### src/inc/acralu_defines.svh
// Constants for the accumulator register ALU: fields, codes and reset values
`ifndef ACRALU_DEFINES_SVH
`define ACRALU_DEFINES_SVH

// Opcode fields
`define ACRALU_GROUP_MSB 7
`define ACRALU_GROUP_LSB 6
`define ACRALU_OP_MSB 5
`define ACRALU_OP_LSB 3
`define ACRALU_SRC_MSB 2
`define ACRALU_SRC_LSB 0

// Opcode group of the accumulator/register instructions
`define ACRALU_GROUP_ACC 2'h2

// Source select codes
`define ACRALU_SRC_ACC 3'h0
`define ACRALU_SRC_FIRST_SCRATCH 3'h1
`define ACRALU_SRC_LAST_SCRATCH 3'h6
`define ACRALU_SRC_MEM 3'h7

// Register and flag reset values
`define ACRALU_REG_RST 8'h00
`define ACRALU_FLAG_RST 1'h0

`endif

### src/inc/acralu_pkg.sv
// Types for the accumulator register ALU
package acralu_pkg;

  typedef logic [7:0] acralu_byte_t;

  typedef logic [2:0] acralu_sel_t;

  typedef enum logic [2:0] {
    ACRALU_OP_ADD = 3'h0,
    ACRALU_OP_ADC = 3'h1,
    ACRALU_OP_SUB = 3'h2,
    ACRALU_OP_SBB = 3'h3,
    ACRALU_OP_AND = 3'h4,
    ACRALU_OP_XOR = 3'h5,
    ACRALU_OP_OR = 3'h6,
    ACRALU_OP_CMP = 3'h7
  } acralu_op_e;

endpackage

### src/verilog/acralu_core.sv
// Accumulator ALU with scratchpad registers and condition flags
//
// Functional notes
// [RULE1] Carry set on carry or borrow, else cleared
// [RULE2] Zero flag set when result is zero
// [RULE3] Sign flag copies result bit 7
// [RULE4] Parity flag one for even ones count
// [RULE5] AND, XOR, OR always clear carry
// [RULE6] Rotate touches only the carry flag
// [RULE7] One-byte ops write only the accumulator
// [RULE8] 10 000 src adds source to accumulator
// [RULE9] 10 001 src adds source plus carry
// [RULE10] 10 010 src subtracts source, two's complement
// [RULE11] 10 011 src subtracts source and carry
// [RULE12] 10 100 src stores accumulator AND source
// [RULE13] 10 101 src stores accumulator XOR source
// [RULE14] 10 110 src stores accumulator OR source
// [RULE15] 10 111 src compares, accumulator unchanged
// [RULE16] Compare: carry if source exceeds, zero if equal
// [RULE17] Compare sets sign and parity like subtract
// [RULE18] Source 000 A, 001-110 B..L, 111 memory
// [RULE19] Unaffected flags hold their previous values
`timescale 1ns/1ns
`default_nettype none

`include "acralu_defines.svh"

module acralu_core #(
  parameter int DATA_W = 8
) (
  // Clock and reset
  input wire logic clk,
  input wire logic rst_n,
  // Instruction from the decoder
  input wire logic instr_valid,
  input wire acralu_pkg::acralu_byte_t instr_opcode,
  // Memory operand for source code 111
  input wire acralu_pkg::acralu_byte_t mem_operand,
  // Carry result of a rotate done elsewhere
  input wire logic rotate_valid,
  input wire logic rotate_carry,
  // Register loads from the rest of the processor
  input wire logic load_valid,
  input wire acralu_pkg::acralu_sel_t load_sel,
  input wire acralu_pkg::acralu_byte_t load_data,
  // Register readout
  input wire acralu_pkg::acralu_sel_t read_sel,
  output logic [7:0] read_data_q,
  // Accumulator and condition flags
  output logic [7:0] acc_q,
  output logic carry_q,
  output logic zero_q,
  output logic sign_q,
  output logic parity_q,
  // Completion of an accumulator instruction
  output logic done_q
);
  import acralu_pkg::*;

  // The opcode map fixes the datapath at one byte
  generate
    if (DATA_W != 8) begin : g_width_check
      $error("acralu_core supports DATA_W of 8 only");
    end
  endgenerate

  // Decode assumes the three opcode fields tile the byte with no gap
  generate
    if ((`ACRALU_GROUP_MSB != 7) || (`ACRALU_GROUP_LSB != `ACRALU_OP_MSB + 1) ||
        (`ACRALU_OP_LSB != `ACRALU_SRC_MSB + 1) || (`ACRALU_SRC_LSB != 0)) begin : g_field_check
      $error("acralu_core opcode fields must tile one byte");
    end
  endgenerate

  // The scratchpad array spans codes one to six; the macros must agree
  generate
    if ((`ACRALU_SRC_FIRST_SCRATCH != 1) || (`ACRALU_SRC_LAST_SCRATCH != 6)) begin : g_scratch_check
      $error("acralu_core scratchpad codes must run from one to six");
    end
  endgenerate

  // Instruction decode
  logic is_acc_op;
  acralu_op_e op;
  acralu_sel_t src_sel;

  // Opcodes outside the group are ignored without any sign to the decoder
  assign is_acc_op = instr_valid &&
    (instr_opcode[`ACRALU_GROUP_MSB:`ACRALU_GROUP_LSB] == `ACRALU_GROUP_ACC);
  assign op = acralu_op_e'(instr_opcode[`ACRALU_OP_MSB:`ACRALU_OP_LSB]);
  assign src_sel = instr_opcode[`ACRALU_SRC_MSB:`ACRALU_SRC_LSB];

  // Scratchpad registers B..L, indexed by their source codes
  logic [7:0] scratch_q [1:6];
  logic [7:0] scratch_d [1:6];
  wire logic [7:0] src_hit [1:6];
  wire logic [7:0] read_hit [1:6];

  genvar gi;
  generate
    for (gi = 1; gi <= 6; gi++) begin : g_scratch
      always_comb begin
        scratch_d[gi] = scratch_q[gi];
        // Accumulator instructions never write a scratchpad register
        if (load_valid && (load_sel == acralu_sel_t'(gi))) begin // [RULE7]
          scratch_d[gi] = load_data;
        end
      end

      // Each entry offers its byte only when selected
      assign src_hit[gi] = (src_sel == acralu_sel_t'(gi)) ? scratch_q[gi] : 8'h00;
      assign read_hit[gi] = (read_sel == acralu_sel_t'(gi)) ? scratch_q[gi] : 8'h00;

      always_ff @(posedge clk) begin
        if (!rst_n) begin
          scratch_q[gi] <= `ACRALU_REG_RST;
        end else begin
          scratch_q[gi] <= scratch_d[gi];
        end
      end
    end
  endgenerate

  // Folding per-entry hits keeps codes 0 and 7 from indexing past the array
  logic [7:0] src_scratch;
  logic [7:0] read_scratch;

  always_comb begin
    src_scratch = 8'h00;
    read_scratch = 8'h00;
    for (int i = 1; i <= 6; i++) begin
      src_scratch = src_scratch | src_hit[i];
      read_scratch = read_scratch | read_hit[i];
    end
  end

  // Source operand select
  logic [7:0] src_val;

  always_comb begin
    src_val = acc_q;
    unique case (src_sel)
      `ACRALU_SRC_ACC: begin // [RULE18]
        src_val = acc_q;
      end
      `ACRALU_SRC_MEM: begin // [RULE18]
        src_val = mem_operand;
      end
      default: begin // [RULE18]
        src_val = src_scratch;
      end
    endcase
  end

  // Arithmetic and logic
  logic [8:0] alu_wide;
  logic [7:0] alu_res;
  logic alu_carry;
  logic alu_write;

  always_comb begin
    alu_wide = 9'h000;
    alu_write = 1'h1;
    unique case (op)
      ACRALU_OP_ADD: begin
        alu_wide = {1'h0, acc_q} + {1'h0, src_val}; // [RULE8]
      end
      ACRALU_OP_ADC: begin
        alu_wide = {1'h0, acc_q} + {1'h0, src_val} + {8'h00, carry_q}; // [RULE9]
      end
      ACRALU_OP_SUB: begin
        alu_wide = {1'h0, acc_q} - {1'h0, src_val}; // [RULE10]
      end
      ACRALU_OP_SBB: begin
        alu_wide = {1'h0, acc_q} - {1'h0, src_val} - {8'h00, carry_q}; // [RULE11]
      end
      ACRALU_OP_AND: begin
        alu_wide = {1'h0, acc_q & src_val}; // [RULE12] [RULE5]
      end
      ACRALU_OP_XOR: begin
        alu_wide = {1'h0, acc_q ^ src_val}; // [RULE13] [RULE5]
      end
      ACRALU_OP_OR: begin
        alu_wide = {1'h0, acc_q | src_val}; // [RULE14] [RULE5]
      end
      ACRALU_OP_CMP: begin
        // Bit 8 is the borrow, which is set exactly when source exceeds A
        alu_wide = {1'h0, acc_q} - {1'h0, src_val}; // [RULE16]
        alu_write = 1'h0; // [RULE15]
      end
    endcase
    alu_res = alu_wide[7:0];
    alu_carry = alu_wide[8]; // [RULE1]
  end

  // Per-bit chains for zero and parity; parity starts at one so a clear byte reads even
  wire logic [8:0] par_chain;
  wire logic [8:0] any_chain;

  assign par_chain[0] = 1'h1;
  assign any_chain[0] = 1'h0;

  generate
    for (gi = 0; gi < 8; gi++) begin : g_flag_bits
      assign par_chain[gi + 1] = par_chain[gi] ^ alu_res[gi];
      assign any_chain[gi + 1] = any_chain[gi] | alu_res[gi];
    end
  endgenerate

  // Accumulator and done
  logic [7:0] acc_d;
  logic done_d;

  always_comb begin
    acc_d = acc_q;
    done_d = 1'h0;
    // Plain loads into A lose to an accumulator instruction other than compare in the same cycle
    if (load_valid && (load_sel == `ACRALU_SRC_ACC)) begin
      acc_d = load_data;
    end
    if (is_acc_op) begin
      if (alu_write) begin
        acc_d = alu_res; // [RULE7]
      end
      done_d = 1'h1;
    end
  end

  always_ff @(posedge clk) begin
    if (!rst_n) begin
      acc_q <= `ACRALU_REG_RST;
      done_q <= 1'h0;
    end else begin
      acc_q <= acc_d;
      done_q <= done_d;
    end
  end

  // Condition flags; loads never touch them
  logic carry_d;
  logic zero_d;
  logic sign_d;
  logic parity_d;

  always_comb begin
    carry_d = carry_q; // [RULE19]
    zero_d = zero_q;
    sign_d = sign_q;
    parity_d = parity_q;
    if (is_acc_op) begin
      carry_d = alu_carry; // [RULE1] [RULE16]
      zero_d = ~any_chain[8]; // [RULE2] [RULE16]
      sign_d = alu_res[7]; // [RULE3] [RULE17]
      parity_d = par_chain[8]; // [RULE4] [RULE17]
    end else if (rotate_valid) begin
      // Zero, sign and parity keep their values across a rotate
      carry_d = rotate_carry; // [RULE6]
    end
  end

  always_ff @(posedge clk) begin
    if (!rst_n) begin
      carry_q <= `ACRALU_FLAG_RST;
      zero_q <= `ACRALU_FLAG_RST;
      sign_q <= `ACRALU_FLAG_RST;
      parity_q <= `ACRALU_FLAG_RST;
    end else begin
      carry_q <= carry_d;
      zero_q <= zero_d;
      sign_q <= sign_d;
      parity_q <= parity_d;
    end
  end

  // Registered readout; shows state after the previous edge
  logic [7:0] read_data_d;

  always_comb begin
    read_data_d = acc_q;
    unique case (read_sel)
      `ACRALU_SRC_ACC: begin
        read_data_d = acc_q;
      end
      `ACRALU_SRC_MEM: begin
        // Memory lives outside; read back the operand pins
        read_data_d = mem_operand;
      end
      default: begin
        read_data_d = read_scratch;
      end
    endcase
  end

  always_ff @(posedge clk) begin
    if (!rst_n) begin
      read_data_q <= `ACRALU_REG_RST;
    end else begin
      read_data_q <= read_data_d;
    end
  end

endmodule

`default_nettype wire

### config.mk
export PLATFORM = sky130hd
export DESIGN_NAME = acralu_core
export DESIGN_NICKNAME = d
export VERILOG_FILES = /design/src/inc/acralu_pkg.sv /design/src/verilog/acralu_core.sv
export VERILOG_INCLUDE_DIRS = /design/src /design/src/inc
export SDC_FILE = /design/constraint.sdc
export NUM_CORES = 1
export LEC_CHECK = 0
export BUFFER_PORTS_ARGS = -buffer_cell sky130_fd_sc_hd__buf_2
export CAP_MARGIN = 20
export CORE_ASPECT_RATIO = 0.5
export CORE_MARGIN = 4
export CORE_UTILIZATION = 50
export CTS_CLUSTER_DIAMETER = 100
export CTS_CLUSTER_SIZE = 30
export DETAILED_ROUTE_END_ITERATION = 7
export PLACE_DENSITY = 0.7
export SKIP_LAST_GASP = 1
export SYNTH_ARGS = -nofsm -noshare
export SYNTH_HDL_FRONTEND = slang
export SYNTH_SLANG_ARGS = --single-unit
### constraint.sdc
create_clock -name clk -period 8.2 [get_ports clk]
set_input_delay 0.41 -clock clk [delete_from_list [all_inputs] [get_ports clk]]
set_output_delay 0.41 -clock clk [all_outputs]
set_load 0.05 [all_outputs]
==> impl_metrics.yaml, run 1 <==
critical_path:
  worstPathCellList: "buf_2 -> inv_1 -> nor2_1 -> a22oi_1 -> a21o_1 -> o311ai_0 -> o221a_2 -> ha_1 -> inv_1 -> fa_1 -> xnor2_1 -> nand3_1 -> o31a_1 -> a2111oi_0 -> a21o_1 -> xnor2_1 -> xnor2_1 -> xnor3_1 -> xnor2_1 -> o2bb2ai_1"
  arrival_ns: 5.01
  path_max_fanout: 22
  crit_type: "input pin to register"
  slowest_delay_ns: 0.47
  end_kind: "register"
  worstReg2RegStart: "scratch_q[0][8]"
  start_kind: "input pin"
  cp_slowest_cell: "a2111oi_0"
  crit_top_cell: "xnor2_1"
  crit_start: "instr_opcode[2]"
  critPathRequiredTime_ns: 8.40
sta:
  worst_pin_slew_ns: 1.10
  layout_min_cycle_time_ns: 4.81
  finalHoldViolations: 0
  rsz0062_at_grt: "false"
  finalClockSkew_ns: 0.00520
  setup_viol: 0
  fmax_ghz: 0.208
  worst_slack_ns: 3.39
  finalCritPeriodShare_pct: 58.6
  maxSlewHeadroom_pct: 26.4
  finalMaxSlewViolations: 0
  tns_ns: 0
final_layout:
  layout-drive-gt1-share_pct: 12.5
  final_cell_mix: "154 x nand2_1, 69 x dfxtp_1, 56 x buf_2"
  final_common_cell: "nand2_1"
  diodes: 0
  design_area_sq_mm: 0.00611
  final_core_utilization_pct: 58.2
  syn_to_final_growth_pct: 10.4
  final_nets: 829
  final.fill_count: 982
routing:
  first_pass_iters: 5
  drc: 0
  routed_wl_mm: 16.8
  avgViaCountPerCell: 6.11
  wl_per_cell_um: 18.5
  ant_nets: 0
  num_vias: 5543
  drt_iter0_drc: 531
pwr:
  internal_power_uw: 679
  p_clk_share_pct: 33.7
  p_switching_uw: 364
  ir_worst_vdd_mv: 0.0816
  power_frac_seq_pct: 34.3
  power_density_mw_per_mm2: 171
  power_frac_comb_pct: 32.1
  p_leak_nw: 2.36
  sw_frac_of_total_pct: 34.9
die:
  initial_core_util_pct: 52.7
  io_pins: 57
  die_x_um: 157
  rows: 26
  coreArea_sq_mm: 0.0105
  dieArea_sq_mm: 0.0129
  die_h_um: 82.4
clock_tree:
  cts_resized: 0
  clockBufferDepth: 2
  cts_tree: "built"
  clk_pin_slew_ns: 0.06
  cts_root_buf: "clkbuf_16"
  cts_setup_buffers: 0
  numCtsBuffers: 9
  cts_sinks: 69
  cts_hold_buf: 0
  htree_levels: 3
  clk_latency_ns: 0.33
place:
  dpl_worst_slack_ns: 3.16
  portBuffers: 56
  placed_area_sq_mm: 0.00584
  finalWeightedCongestion: 0.948
  dp_hpwl_mm: 12.5
grt:
  antenna_found_initial: 0
  grt-ovfl-total: 0
  grt_pass1_wl_mm: 26.8
  grt_use_total_pct: 26.2
  grt_max_degree: 70
  grt_pass1_vias: 4991
yosys:
  syn_inst: 732
  yosys_most_used_dff: "dfxtp_1"
  synth_async_sr_flop_share_pct: 0
  ys_seq_elements: 69
  synth_edf_count: 0
  syn_avg_cell_area_sq_um: 7.56
  syn_area_sq_mm: 0.00554
  synthesis.nets: 799
  yosys_warnings: 0
  ys_seq_area_share_pct: 24.9
  yosysUniqueCellTypes: 78
run_status:
  outcome: "complete, no violations"
min_path:
  min_from: "load_data[4]"
  hold_path.class: "input pin to register"
job:
  maxCapViolations: 0
==> per-layer routing <==
layer / part of all wire [%] / GRT usage, % / vias to the layer above
li1: - / - / 2675
met1: 46 / 37.0 / 2586
met2: 45 / 42.8 / 259
met3: 7.9 / 3.75 / 23
met4: 1.1 / 5.80 / 0
met5: 0 / 0 / -
==> cell families (layout without fill, tap and decap cells) <==
family          after synthesis  in the layout  synth area share (%)
flops                        69             69                  24.9
buf+inv                      70            105                  5.08
fa+ha+maj                    31             31                  7.28
mux                          37             37                  7.28
compound gates              216            216                  27.7
simple gates                292            292                  24.8
xor+xnor                     17             17                  2.94
==> layout make-up <==
class	instances	area, sq um	share of cell area, %
multi-input cells	593	3880	63.5
flip-flops and latches	69	1380	22.6
repair buffers	57	288	4.71
well taps	140	175	2.87
clock inverters	6	40.0	0.655
clock buffers	10	229	3.75
inverters	32	120	1.97
==> worst max-delay path: cells and delay by family <==
family / cells / cell delay [ns]
simple gates: 2 / 0.47
compound gates: 8 / 1.87
fa+ha+maj: 2 / 0.62
buf+inv: 3 / 0.62
xor+xnor: 5 / 1.03
==> synth_stat cells, types with 6 or more instances <==
| cell type | instances | area, sq um |
|---|---|---|
| a211oi_1 | 6 | 45.0 |
| a21boi_0 | 55 | 413 |
| a21oi_1 | 23 | 115 |
| a31oi_1 | 6 | 37.5 |
| and2_1 | 6 | 37.5 |
| clkbuf_1 | 29 | 109 |
| dfxtp_1 | 69 | 1380 |
| ha_1 | 29 | 363 |
| inv_1 | 32 | 120 |
| mux2_2 | 6 | 67.6 |
| mux2i_1 | 29 | 290 |
| nand2_1 | 154 | 578 |
| nand2b_1 | 9 | 56.3 |
| nand3_1 | 18 | 90.1 |
| nor2_1 | 39 | 146 |
| nor2b_1 | 17 | 106 |
| nor3_1 | 12 | 60.1 |
| o211a_1 | 6 | 60.1 |
| o211ai_1 | 9 | 67.6 |
| o21a_1 | 8 | 60.1 |
| o21ai_0 | 43 | 215 |
| o22ai_1 | 7 | 43.8 |
| xnor2_1 | 13 | 114 |
==> stage by stage <==
| stage | std cells | hold WS, ns | total power [mW] |
|---|---|---|---|
| floorplan | 732 | 0.453 | 0.615 |
| detailed placement | 891 | 0.480 | 0.689 |
| finish | 907 | 0.420 | 1.04 |
| global route | 907 | 0.417 | 1.09 |
| global placement | 891 | 0.471 | 0.684 |
| CTS | 907 | 0.412 | 1.04 |
==> power groups by stage <==
stage,clock network (mW),logic (mW),registers (mW)
floorplan,0,0.236,0.379
global placement,0,0.320,0.364
detailed placement,0,0.325,0.364
CTS,0.355,0.327,0.357
global route,0.371,0.362,0.358
finish,0.351,0.334,0.357
==> state kept, by name, summed over array words and instances (netlist names) <==
signal and cells:
scratch_q 48, acc_q 8, read_data_q 8, carry_q 1
done_q 1, parity_q 1, sign_q 1, zero_q 1
==> final timing paths <==
kind / endpoint / slack [ns] / cells after the start
worst min-delay path: scratch_q[0][12] / 0.42 / 3
worst max-delay path: parity_q / 3.39 / 20
worst max register to register: parity_q / 3.82 / 16
worst min register to register: scratch_q[0][12] / 0.49 / 2
Power figures use the tool's default switching activity.
==> run 2, diff against run 1 <==
PLACE_DENSITY = 0.73   (was 0.7)
clock period = 3.86 ns   (was 8.2 ns; I/O delays follow)
==> impl_metrics.yaml, run 2 (synthesis gave the netlist of run 1 again) <==
die:
  die_x_um: 157
  die_h_um: 82.4
  coreArea_sq_mm: 0.0105
  initial_core_util_pct: 52.7
  io_pins: 57
  dieArea_sq_mm: 0.0129
  rows: 26
critical_path:
  crit_type: "register to register"
  worstPathCellList: "a221oi_2 -> a21o_1 -> o311ai_4 -> o221a_4 -> buf_4 -> ha_4 -> inv_1 -> fa_1 -> inv_1 -> ha_2 -> nor2_1 -> a21oi_1 -> o221ai_1 -> ha_1 -> xnor2_2 -> xnor2_1 -> xnor2_1 -> xnor3_1 -> xnor2_1 -> o2bb2ai_1"
  path_max_fanout: 3
  crit_family: "adder cells"
  start_kind: "register"
  critPathRequiredTime_ns: 4.08
  critical_path_buf_inv_count: 3
  arrival_ns: 4.18
  end_kind: "register"
  slowest_delay_ns: 0.42
  cp_slowest_cell: "fa_1"
  crit_top_cell: "xnor2_1"
final_layout:
  layout-drive-gt1-share_pct: 29.0
  final_nets: 945
  reg_top3: "scratch_q: 48 flops, acc_q: 8 flops, read_data_q: 8 flops"
  final_cell_mix: "154 x nand2_1, 115 x buf_4, 65 x dfxtp_1"
  regMostFlops: "scratch_q"
  syn_to_final_growth_pct: 31.8
  final_common_cell: "nand2_1"
  largest_register_ffs: 48
  layout.cells.non_filler: 1023
  diodes: 0
  design_area_sq_mm: 0.00730
place:
  portBuffers: 56
  dp.cells: 997
  finalWeightedCongestion: 0.993
  dp_hpwl_mm: 13.6
  placed_area_sq_mm: 0.00673
grt:
  grt_pass1_vias: 5686
  grt_pass1_wl_mm: 29.0
  grt_max_degree: 70
  antenna_found_initial: 0
  grt_use_total_pct: 28.7
  grt-ovfl-total: 0
routing:
  first_pass_iters: 5
  drt_iter0_drc: 503
  num_vias: 6111
  wl_per_cell_um: 18.5
  drc: 0
  routed_wl_mm: 18.9
  ant_nets: 0
  avgViaCountPerCell: 5.97
clock_tree:
  cts_root_buf: "clkbuf_16"
  numCtsBuffers: 9
  clk_latency_ns: 0.35
  cts_sinks: 69
  cts_hold_buf: 0
  clockBufferDepth: 2
  clk_pin_slew_ns: 0.06
  htree_levels: 3
  cts_tree: "built"
sta:
  maxSlewHeadroom_pct: 28.7
  worst_slack_ns: -0.100
  worst_pin_slew_ns: 1.07
  finalClockSkew_ns: 0.00748
  fmax_ghz: 0.252
  hold_slack_ns: 0.181
  rsz0062_at_grt: "true"
  finalHoldViolations: 0
  finalCritPeriodShare_pct: 103
  setup_viol: 2
  layout_min_cycle_time_ns: 3.96
  finalMaxSlewViolations: 0
pwr:
  p_leak_nw: 3.02
  p_switching_uw: 907
  power_frac_comb_pct: 39.1
  power_mw: 2.55
  p_clk_share_pct: 31.3
  power_frac_seq_pct: 29.6
  internal_power_mw: 1.64
  sw_frac_of_total_pct: 35.6
  power_density_mw_per_mm2: 349
  ir_worst_vdd_mv: 0.245
min_path:
  hold_path.class: "input pin to register"
run_status:
  outcome: "finished with violations"
  violations: "negative setup slack"
job:
  maxCapViolations: 0
run 2: metal layers:
metal | routed length [um] | track usage [%] | vias up
met2 | 8500 | 46.5 | 311
met5 | 0 | 0 | -
li1 | - | - | 2918
met3 | 1810 | 5.99 | 43
met4 | 485 | 10.9 | 0
met1 | 8110 | 38.0 | 2839
run 2: area by class of cell:
class	instances	area (sq um)
fill	847	3210
tap	140	175
sequential	69	1390
inverter	32	125
multi-input combinational	593	4150
timing repair buffer	173	1180
clock buffer	9	225
clock inverter	7	56.3
run 2: worst paths after layout:
path | startpoint | endpoint | slack (ns) | cells past startpoint
hold reg to reg | parity_q | parity_q | 0.49 | 2
setup reg to reg | scratch_q[0][32] | parity_q | -0.10 | 20
setup / recovery | scratch_q[0][32] | parity_q | -0.10 | 20
hold / removal | load_data[0] | scratch_q[0][24] | 0.18 | 3
run 2: power by group through the flow:
stage                     combinational, mW  clock, mW  sequential (mW)
after floorplan                       0.516          0            0.806
after global placement                0.858          0            0.769
after detailed placement              0.878          0            0.769
after CTS                             0.913      0.794            0.753
after global routing                   1.07      0.827            0.756
final                                 0.998      0.797            0.755
run 2: tightest hold or removal path, delay by kind of cell:
family	cells	cell delay (ns)
buf+inv	1	0.15
simple gates	1	0.07
compound gates	1	0.06
run 2: metrics by stage:
step	TNS (ns)	util [%]	worst slack (ns)
6_report	-0.198	69.5	-0.100
3_5_place_dp	-1.37	64.1	-0.524
3_3_place_gp	-0.811	64.1	-0.342
4_1_cts	-0.156	67.8	-0.0800
5_1_grt	-0.516	69.5	-0.290
2_1_floorplan	-0.0137	-	-0.0137
run 2: what timing repair did:
action                                  in CTS  in global routing
resized for setup                           10                 29
endpoints found under the setup margin       2                  6
pin swaps                                    8                  8
setup buffers                                6                  3
